$ cat src/rtl/pagpio_defs.svh
// Register offsets, widths and reset values for the port A block
`ifndef PAGPIO_DEFS_SVH
`define PAGPIO_DEFS_SVH
`define PAG_ADDR_W          16
`define PAG_PORT_W          8
`define PAG_OFS_A_LATCH     16'h0000
`define PAG_OFS_A_DIR       16'h0004
`define PAG_OFS_A_PULLUP    16'h000D
`define PAG_OFS_F_DIR       16'h0444
`define PAG_OFS_G_DIR       16'h0445
`define PAG_DIR_RST         8'h00
`define PAG_PULLUP_RST      8'h00
`define PAG_CH_W            5
`define PAG_CH_BASE         5'h08
`endif

$ cat src/rtl/pagpio_pkg.sv
// Types shared by the port A block
package pagpio_pkg;
  typedef logic [7:0] pag_byte_t;
endpackage

$ cat src/rtl/pagpio_top.sv
// Port A general purpose I/O with keyboard input gating and converter overrides
`timescale 1ns/1ns
`include "pagpio_defs.svh"
module pagpio_top
  import pagpio_pkg::*;
#(
  parameter int PORT_W = `PAG_PORT_W
)
(
  input  wire logic                   mclk_in,
  input  wire logic                   reset_n_in,
  input  wire logic [`PAG_ADDR_W-1:0] addr_in,
  input  wire logic                   wr_en_in,
  input  wire logic                   rd_en_in,
  input  wire logic [7:0]             wdata_in,
  output logic      [7:0]             rdata_out,
  input  wire logic [PORT_W-1:0]      pin_in,
  output logic      [PORT_W-1:0]      pin_out,
  output logic      [PORT_W-1:0]      pin_oe_out,
  output logic      [PORT_W-1:0]      pin_pullup_out,
  output logic      [PORT_W-1:0]      pin_analog_out,
  input  wire logic [PORT_W-1:0]      kbd_irq_enable_bits_in,
  output logic      [PORT_W-1:0]      kbd_inputs_out,
  input  wire logic                   adc_enable_in,
  input  wire logic [`PAG_CH_W-1:0]   converter_channel_select_in,
  output logic      [7:0]             port_f_dir_out,
  output logic      [7:0]             port_g_dir_out
);

  pag_byte_t         port_a_latch_ff;
  pag_byte_t         port_a_dir_ff;
  pag_byte_t         port_a_pullup_en_ff;
  pag_byte_t         port_f_dir_ff;
  pag_byte_t         port_g_dir_ff;
  logic [PORT_W-1:0] pin_meta_ff;
  logic [PORT_W-1:0] pin_sync_ff;
  logic [PORT_W-1:0] analog_sel;
  logic [PORT_W-1:0] oe_eff;
  pag_byte_t         nxt_rdata;
  logic              wr_a_latch;
  logic              wr_a_dir;
  logic              wr_a_pullup;
  logic              wr_f_dir;
  logic              wr_g_dir;

  function automatic logic hit(input logic [`PAG_ADDR_W-1:0] a, input logic [`PAG_ADDR_W-1:0] ofs);
    hit = (a == ofs);
  endfunction

  // Write strobe decode, unmapped writes ignored
  always_comb
  begin
    wr_a_latch  = 1'b0;
    wr_a_dir    = 1'b0;
    wr_a_pullup = 1'b0;
    wr_f_dir    = 1'b0;
    wr_g_dir    = 1'b0;
    if (wr_en_in)
    begin
      if (hit(addr_in, `PAG_OFS_A_LATCH))
      begin
        wr_a_latch = 1'b1;
      end
      else if (hit(addr_in, `PAG_OFS_A_DIR))
      begin
        wr_a_dir = 1'b1;
      end
      else if (hit(addr_in, `PAG_OFS_A_PULLUP))
      begin
        wr_a_pullup = 1'b1;
      end
      else if (hit(addr_in, `PAG_OFS_F_DIR))
      begin
        wr_f_dir = 1'b1;
      end
      else if (hit(addr_in, `PAG_OFS_G_DIR))
      begin
        wr_g_dir = 1'b1;
      end
    end
  end

  always_ff @(posedge mclk_in)
  begin
    if (wr_a_latch)
    begin
      port_a_latch_ff <= wdata_in;
    end
  end

  always_ff @(posedge mclk_in or negedge reset_n_in)
  begin
    if (!reset_n_in)
    begin
      port_a_dir_ff <= `PAG_DIR_RST;
    end
    else if (wr_a_dir)
    begin
      port_a_dir_ff <= wdata_in;
    end
  end

  always_ff @(posedge mclk_in or negedge reset_n_in)
  begin
    if (!reset_n_in)
    begin
      port_a_pullup_en_ff <= `PAG_PULLUP_RST;
    end
    else if (wr_a_pullup)
    begin
      port_a_pullup_en_ff <= wdata_in;
    end
  end

  always_ff @(posedge mclk_in or negedge reset_n_in)
  begin
    if (!reset_n_in)
    begin
      port_f_dir_ff <= `PAG_DIR_RST;
    end
    else if (wr_f_dir)
    begin
      port_f_dir_ff <= wdata_in;
    end
  end

  always_ff @(posedge mclk_in or negedge reset_n_in)
  begin
    if (!reset_n_in)
    begin
      port_g_dir_ff <= `PAG_DIR_RST;
    end
    else if (wr_g_dir)
    begin
      port_g_dir_ff <= wdata_in;
    end
  end

  // Pin synchroniser
  always_ff @(posedge mclk_in or negedge reset_n_in)
  begin
    if (!reset_n_in)
    begin
      pin_meta_ff <= '0;
      pin_sync_ff <= '0;
    end
    else
    begin
      pin_meta_ff <= pin_in;
      pin_sync_ff <= pin_meta_ff;
    end
  end

  always_comb
  begin
    analog_sel = '0;
    for (int i = 0; i < PORT_W; i++)
    begin
      if (adc_enable_in && (converter_channel_select_in == (`PAG_CH_BASE + 5'(i))))
      begin
        analog_sel[i] = 1'b1;
      end
    end
  end

  assign oe_eff = port_a_dir_ff[PORT_W-1:0] & ~analog_sel;

  // Read mux, unmapped reads zero
  always_comb
  begin
    nxt_rdata = 8'h00;
    if (hit(addr_in, `PAG_OFS_A_LATCH))
    begin
      nxt_rdata = (port_a_latch_ff & port_a_dir_ff) | (pin_sync_ff & ~port_a_dir_ff);
    end
    else if (hit(addr_in, `PAG_OFS_A_DIR))
    begin
      nxt_rdata = port_a_dir_ff;
    end
    else if (hit(addr_in, `PAG_OFS_A_PULLUP))
    begin
      nxt_rdata = port_a_pullup_en_ff;
    end
    else if (hit(addr_in, `PAG_OFS_F_DIR))
    begin
      nxt_rdata = port_f_dir_ff;
    end
    else if (hit(addr_in, `PAG_OFS_G_DIR))
    begin
      nxt_rdata = port_g_dir_ff;
    end
  end

  always_ff @(posedge mclk_in or negedge reset_n_in)
  begin
    if (!reset_n_in)
    begin
      rdata_out <= 8'h00;
    end
    else if (rd_en_in)
    begin
      rdata_out <= nxt_rdata;
    end
  end

  always_ff @(posedge mclk_in or negedge reset_n_in)
  begin
    if (!reset_n_in)
    begin
      pin_out    <= '0;
      pin_oe_out <= '0;
    end
    else
    begin
      pin_out    <= port_a_latch_ff[PORT_W-1:0] & oe_eff;
      pin_oe_out <= oe_eff;
    end
  end

  always_ff @(posedge mclk_in or negedge reset_n_in)
  begin
    if (!reset_n_in)
    begin
      pin_pullup_out <= '0;
    end
    else
    begin
      pin_pullup_out <= port_a_pullup_en_ff[PORT_W-1:0] & ~port_a_dir_ff[PORT_W-1:0] & ~analog_sel;
    end
  end

  always_ff @(posedge mclk_in or negedge reset_n_in)
  begin
    if (!reset_n_in)
    begin
      pin_analog_out <= '0;
    end
    else
    begin
      pin_analog_out <= analog_sel;
    end
  end

  always_ff @(posedge mclk_in or negedge reset_n_in)
  begin
    if (!reset_n_in)
    begin
      kbd_inputs_out <= '0;
    end
    else
    begin
      kbd_inputs_out <= pin_sync_ff & kbd_irq_enable_bits_in;
    end
  end

  always_ff @(posedge mclk_in or negedge reset_n_in)
  begin
    if (!reset_n_in)
    begin
      port_f_dir_out <= 8'h00;
    end
    else
    begin
      port_f_dir_out <= port_f_dir_ff;
    end
  end

  always_ff @(posedge mclk_in or negedge reset_n_in)
  begin
    if (!reset_n_in)
    begin
      port_g_dir_out <= 8'h00;
    end
    else
    begin
      port_g_dir_out <= port_g_dir_ff;
    end
  end

endmodule

$ cat config.mk
export PLATFORM = sky130hd
export DESIGN_NAME = pagpio_top
export DESIGN_NICKNAME = d
export VERILOG_FILES = /design/src/rtl/pagpio_pkg.sv /design/src/rtl/pagpio_top.sv
export VERILOG_INCLUDE_DIRS = /design/src /design/src/rtl
export SDC_FILE = /design/constraint.sdc
export NUM_CORES = 1
export LEC_CHECK = 0
export BUFFER_PORTS_ARGS = -buffer_cell sky130_fd_sc_hd__buf_4
export CAP_MARGIN = 40
export CELL_PAD_IN_SITES_DETAIL_PLACEMENT = 1
export CELL_PAD_IN_SITES_GLOBAL_PLACEMENT = 1
export CORE_MARGIN = 2
export CORE_UTILIZATION = 47
export CTS_BUF_LIST = sky130_fd_sc_hd__clkbuf_8
export DETAILED_ROUTE_END_ITERATION = 8
export GPL_ROUTABILITY_DRIVEN = 0
export PLACE_DENSITY = 0.92
export SLEW_MARGIN = 20
export SYNTH_ARGS = -nofsm -noshare
export SYNTH_HDL_FRONTEND = slang
export SYNTH_SLANG_ARGS = --single-unit
$ cat constraint.sdc
create_clock -name mclk_in -period 2.83 [get_ports mclk_in]
set_input_delay 0.283 -clock mclk_in [delete_from_list [all_inputs] [get_ports mclk_in]]
set_output_delay 0.283 -clock mclk_in [all_outputs]
set_load 0.005 [all_outputs]
==> Implementation_results.wiki <==
{| class="wikitable"
! Metric !! Value
|-
| Via density per instance || 5.56
|-
| Leading area contributor after synthesis || sky130_fd_sc_hd__dfrtp_1
|-
| Data arrival time of the worst path || 2.35 ns
|-
| Library cell used as clock root buffer || sky130_fd_sc_hd__clkbuf_8
|-
| Yosys top cell area share || 61.3%
|-
| Worst max-slew margin expressed relative to the limit || 46.8%
|-
| Share of the clock period used by the worst path || 71.4%
|-
| P&R area growth vs syn || 33.6%
|-
| Number of global-route vias before repair || 3,751
|-
| Power Density || 580 nW/µm²
|-
| Count leader, synth || sky130_fd_sc_hd__dfrtp_1
|-
| Sum of met3 wire segment lengths after detailed routing || 854 µm
|-
| Number of standard cells in the final layout excluding fillers || 611
|-
| Power share of the combinational group || 5.7%
|-
| Main synth FF type || sky130_fd_sc_hd__dfrtp_1
|-
| Cell area after synthesis || 4570 µm²
|-
| Routed wl met2 || 7240 µm
|-
| Detailed placer's ending HPWL || 9060 µm
|-
| Synthesized net count || 378
|-
| Sequential area share after synthesis || 66.6%
|-
| Crit-path slowest cell || sky130_fd_sc_hd__nor3_1
|-
| Critical-path cell list || buf_4 -> nor3_1 -> nand4_4 -> nor3_2 -> mux2_2
|-
| Skew final || 0.0139 ns
|-
| Fraction of layout cells with a size suffix above 1 || 42.7%
|-
| Routed metal-1 wire length || 5140 µm
|-
| Number of distinct library cells after synthesis || 34
|-
| Starting Density || 49.0%
|-
| Count of standard-cell rows || 35
|-
| Yosys warning count || 0
|-
| Origin of the worst setup path || addr_in[5]
|-
| Highest clock frequency the design can meet || 495 MHz
|-
| Net Switching || 0.821 mW
|-
| Floorplan die width || 103 µm
|-
| Cell types with the largest area share after synthesis || sky130_fd_sc_hd__dfrtp_1 61%, sky130_fd_sc_hd__mux2_2 9.6%, sky130_fd_sc_hd__edfxtp_1 5.3%
|-
| Post-layout minimum cycle time || 2.02 ns
|-
| Total Nets Final || 519
|-
| Max cap viols || 0
|-
| Number of clock sinks seen by CTS || 120
|-
| Die outline height || 103 µm
|-
| Cell Int Power || 2.72 mW
|-
| EDFF count, synth || 8
|-
| # placed instances || 569
|-
| Clock slew at reported path FFs || 0.08 ns
|-
| CP top delay family || simple AND/OR/NAND/NOR gates
|-
| Largest net degree at the start of global routing || 72
|-
| Antenna-violating nets left || 0
|-
| Diode count || 0
|-
| Switching Share || 23.2%
|-
| Pre-CTS setup slack || 0.380 ns
|-
| Combined flip-flop and latch cell area || 3040 µm²
|-
| Startpoint of the most critical register-to-register path || port_a_dir_ff[3]
|-
| Startpoint kind of the worst setup timing path || primary input
|-
| Slew of the pin with the lowest slew margin || 0.792 ns
|-
| Final setup violation count || 0
|-
| Clock latency of the later-clocked register in the worst-skew pair || 0.44 ns
|-
| Post-route DRC || 0
|-
| Hold Vio Cnt, Final || 0
|-
| # resized after CTS || 0
|-
| Buf/Inv on CP || 1
|-
| RSZ-0062 raised after global routing || no
|-
| Number of antenna violations at the first check in global routing || 0
|-
| Critical Path End Type || flip-flop
|-
| Count of pins over their slew limit || 0
|-
| Average detailed-routed wire length per instance || 22.4 µm
|-
| Count of mapped cells out of synthesis || 328
|-
| Highest metal layer used by the detailed router || met4
|-
| DRC marker count from the first detailed-route iteration || 188
|-
| # H-tree levels || 4
|-
| Clock buffer depth || 2
|-
| Wire length of the first global-routing pass || 20,900 µm
|-
| GR Overflow Total || 0
|-
| Total leakage power || 2.99 nW
|-
| Worst Setup Slack, final || 0.808 ns
|-
| Number of storage elements in the synthesis netlist || 120
|-
| Clock tree from TritonCTS || done
|-
| DR vias || 3,398
|-
| Total negative slack for setup checks || 0 ns
|-
| Number of CTS-inserted buffers || 17
|-
| Total die area || 10,500 µm²
|-
| Count of hold buffers inserted by post-cts repair || 9
|-
| Total iterations of the first detailed-routing run || 5
|-
| WHS || 0.0508 ns
|-
| Relative contribution of sequential cells to total power || 49.6%
|-
| Startpoint of the most critical hold path || wdata_in[2]
|-
| Share of synthesized flip-flops with an asynchronous set or reset || 93.3%
|-
| Area of combinational cells with multiple inputs || 1500 µm²
|-
| Crit path required time || 3.15 ns
|-
| Total I/O pin count || 114
|-
| CP Class || primary input to flip-flop
|-
| Filler cell count || 929
|-
| Final Core Density || 65.5%
|-
| Buffers inserted during post-CTS setup optimization || 0
|-
| Status || complete, no violations
|-
| Aggregate global-route resource usage || 27.8%
|-
| Worst hold path type || primary input to flip-flop
|-
| Worst supply voltage drop on vdd || 270 µV
|-
| Clock power frac || 44.7%
|-
| Count of input and output buffers || 113
|-
| Highest net fanout along the worst path || 8
|-
| Placeable core region || 9330 µm²
|-
| Average cell area after synthesis || 13.9 µm²
|-
| Routed Wire Length || 13,700 µm
|-
| Largest stage delay on the critical path || 0.66 ns
|-
| Most used standard cells in the synthesized netlist || 112 x sky130_fd_sc_hd__dfrtp_1, 39 x sky130_fd_sc_hd__mux2_2, 24 x sky130_fd_sc_hd__nor2b_1, 19 x sky130_fd_sc_hd__nand2_1, 17 x sky130_fd_sc_hd__nor2_1
|}
per-layer routing:
layer / vias up / GRT usage [%]
met4: 0 / 13.3
li1: 1453 / -
met5: - / 0
met3: 33 / 6.51
met2: 169 / 48.1
met1: 1743 / 32.9
path summary, 6_finish.rpt:
kind / depth (start not counted) / slack [ns] / to
max: 5 / 0.81 / port_a_pullup_en_ff[5]
min: 1 / 0.05 / port_a_latch_ff[2]
max reg2reg: 4 / 1.27 / rdata_out[3]
min reg2reg: 0 / 0.35 / pin_sync_ff[6]
max in group asynchronous: 4 / 1.68 / rdata_out[2]
min in group asynchronous: 2 / 0.31 / pin_analog_out[4]
flip-flops by register name (all words and copies together), names as in the netlist:
register / flops
kbd_inputs_out: 8
pin_analog_out: 8
pin_meta_ff: 8
pin_oe_out: 8
pin_out: 8
pin_pullup_out: 8
pin_sync_ff: 8
port_a_dir_ff: 8
port_a_latch_ff: 8
port_a_pullup_en_ff: 8
port_f_dir_ff: 8
port_f_dir_out: 8
port_g_dir_ff: 8
port_g_dir_out: 8
rdata_out: 8
cell families after synthesis:
logic type      Yosys count  synth area share, %
simple gates            121                 17.4
buf+inv                   7                0.657
compound gates           40                 5.50
mux                      40                 9.83
flops                   120                 66.6
layout by cell type (no fill, tap or decap), types with 2 or more instances in the layout:
cell                            netlist  routed
sky130_fd_sc_hd__nor2b_1             24      24
sky130_fd_sc_hd__nor3b_1              9       9
sky130_fd_sc_hd__nor3_1               3       3
sky130_fd_sc_hd__o21ai_0             16      16
sky130_fd_sc_hd__nor4b_1              8       8
sky130_fd_sc_hd__edfxtp_1             8       8
sky130_fd_sc_hd__or2_2               10      10
sky130_fd_sc_hd__a21oi_1              8       8
sky130_fd_sc_hd__inv_1                1       3
sky130_fd_sc_hd__clkbuf_8             0      18
sky130_fd_sc_hd__dlygate4sd3_1        0       9
sky130_fd_sc_hd__and2_1               8       8
sky130_fd_sc_hd__nand3_1              3       3
sky130_fd_sc_hd__nand2_1             19      19
sky130_fd_sc_hd__nor2_1              17      17
sky130_fd_sc_hd__mux2_2              39      39
sky130_fd_sc_hd__a22oi_1              7       7
sky130_fd_sc_hd__nor3_2               3       3
sky130_fd_sc_hd__nor4_4               3       3
sky130_fd_sc_hd__nand2b_1             2       2
sky130_fd_sc_hd__buf_4                1     118
sky130_fd_sc_hd__clkinv_2             0       4
sky130_fd_sc_hd__clkinv_4             0       3
sky130_fd_sc_hd__dfrtp_1            112     112
sky130_fd_sc_hd__nand4b_1             2       2
sky130_fd_sc_hd__nand4_1              2       2
sky130_fd_sc_hd__bufinv_16            0       3
sky130_fd_sc_hd__or4_1                2       2
sky130_fd_sc_hd__o41ai_1              8       8
power groups by stage:
| stage | registers [mW] | clock network (mW) | logic (mW) |
|---|---|---|---|
| final | 1.76 | 1.58 | 0.204 |
| after global routing | 1.76 | 1.68 | 0.222 |
| after CTS | 1.76 | 1.59 | 0.199 |
| after detailed placement | 1.79 | 0 | 0.185 |
| after global placement | 1.79 | 0 | 0.176 |
| after floorplan | 1.79 | 0 | 0.0522 |
per-stage QoR:
stage / total power [mW] / area, µm²
floorplan: 1.84 / 4570
global placement: 1.96 / 5590
detailed placement: 1.97 / 5590
CTS: 3.55 / 6090
global route: 3.66 / 6110
finish: 3.54 / 6110
layout make-up:
| type | instances | area share [%] |
|---|---|---|
| inverters | 1 | 0.0615 |
| clock inverters | 14 | 2.58 |
| repair buffers | 128 | 16.3 |
| well taps | 129 | 2.64 |
| clock buffers | 18 | 4.06 |
| flip-flops and latches | 120 | 49.8 |
| multi-input cells | 201 | 24.5 |
worst register-to-register path: stages (launching register included):
cell                      delay, ns
sky130_fd_sc_hd__dfrtp_1       0.46
sky130_fd_sc_hd__nor2b_1       0.11
sky130_fd_sc_hd__o21ai_0       0.31
sky130_fd_sc_hd__a21oi_1       0.15
sky130_fd_sc_hd__o41ai_1       0.40
No activity file was read; power rests on OpenSTA's default activity.
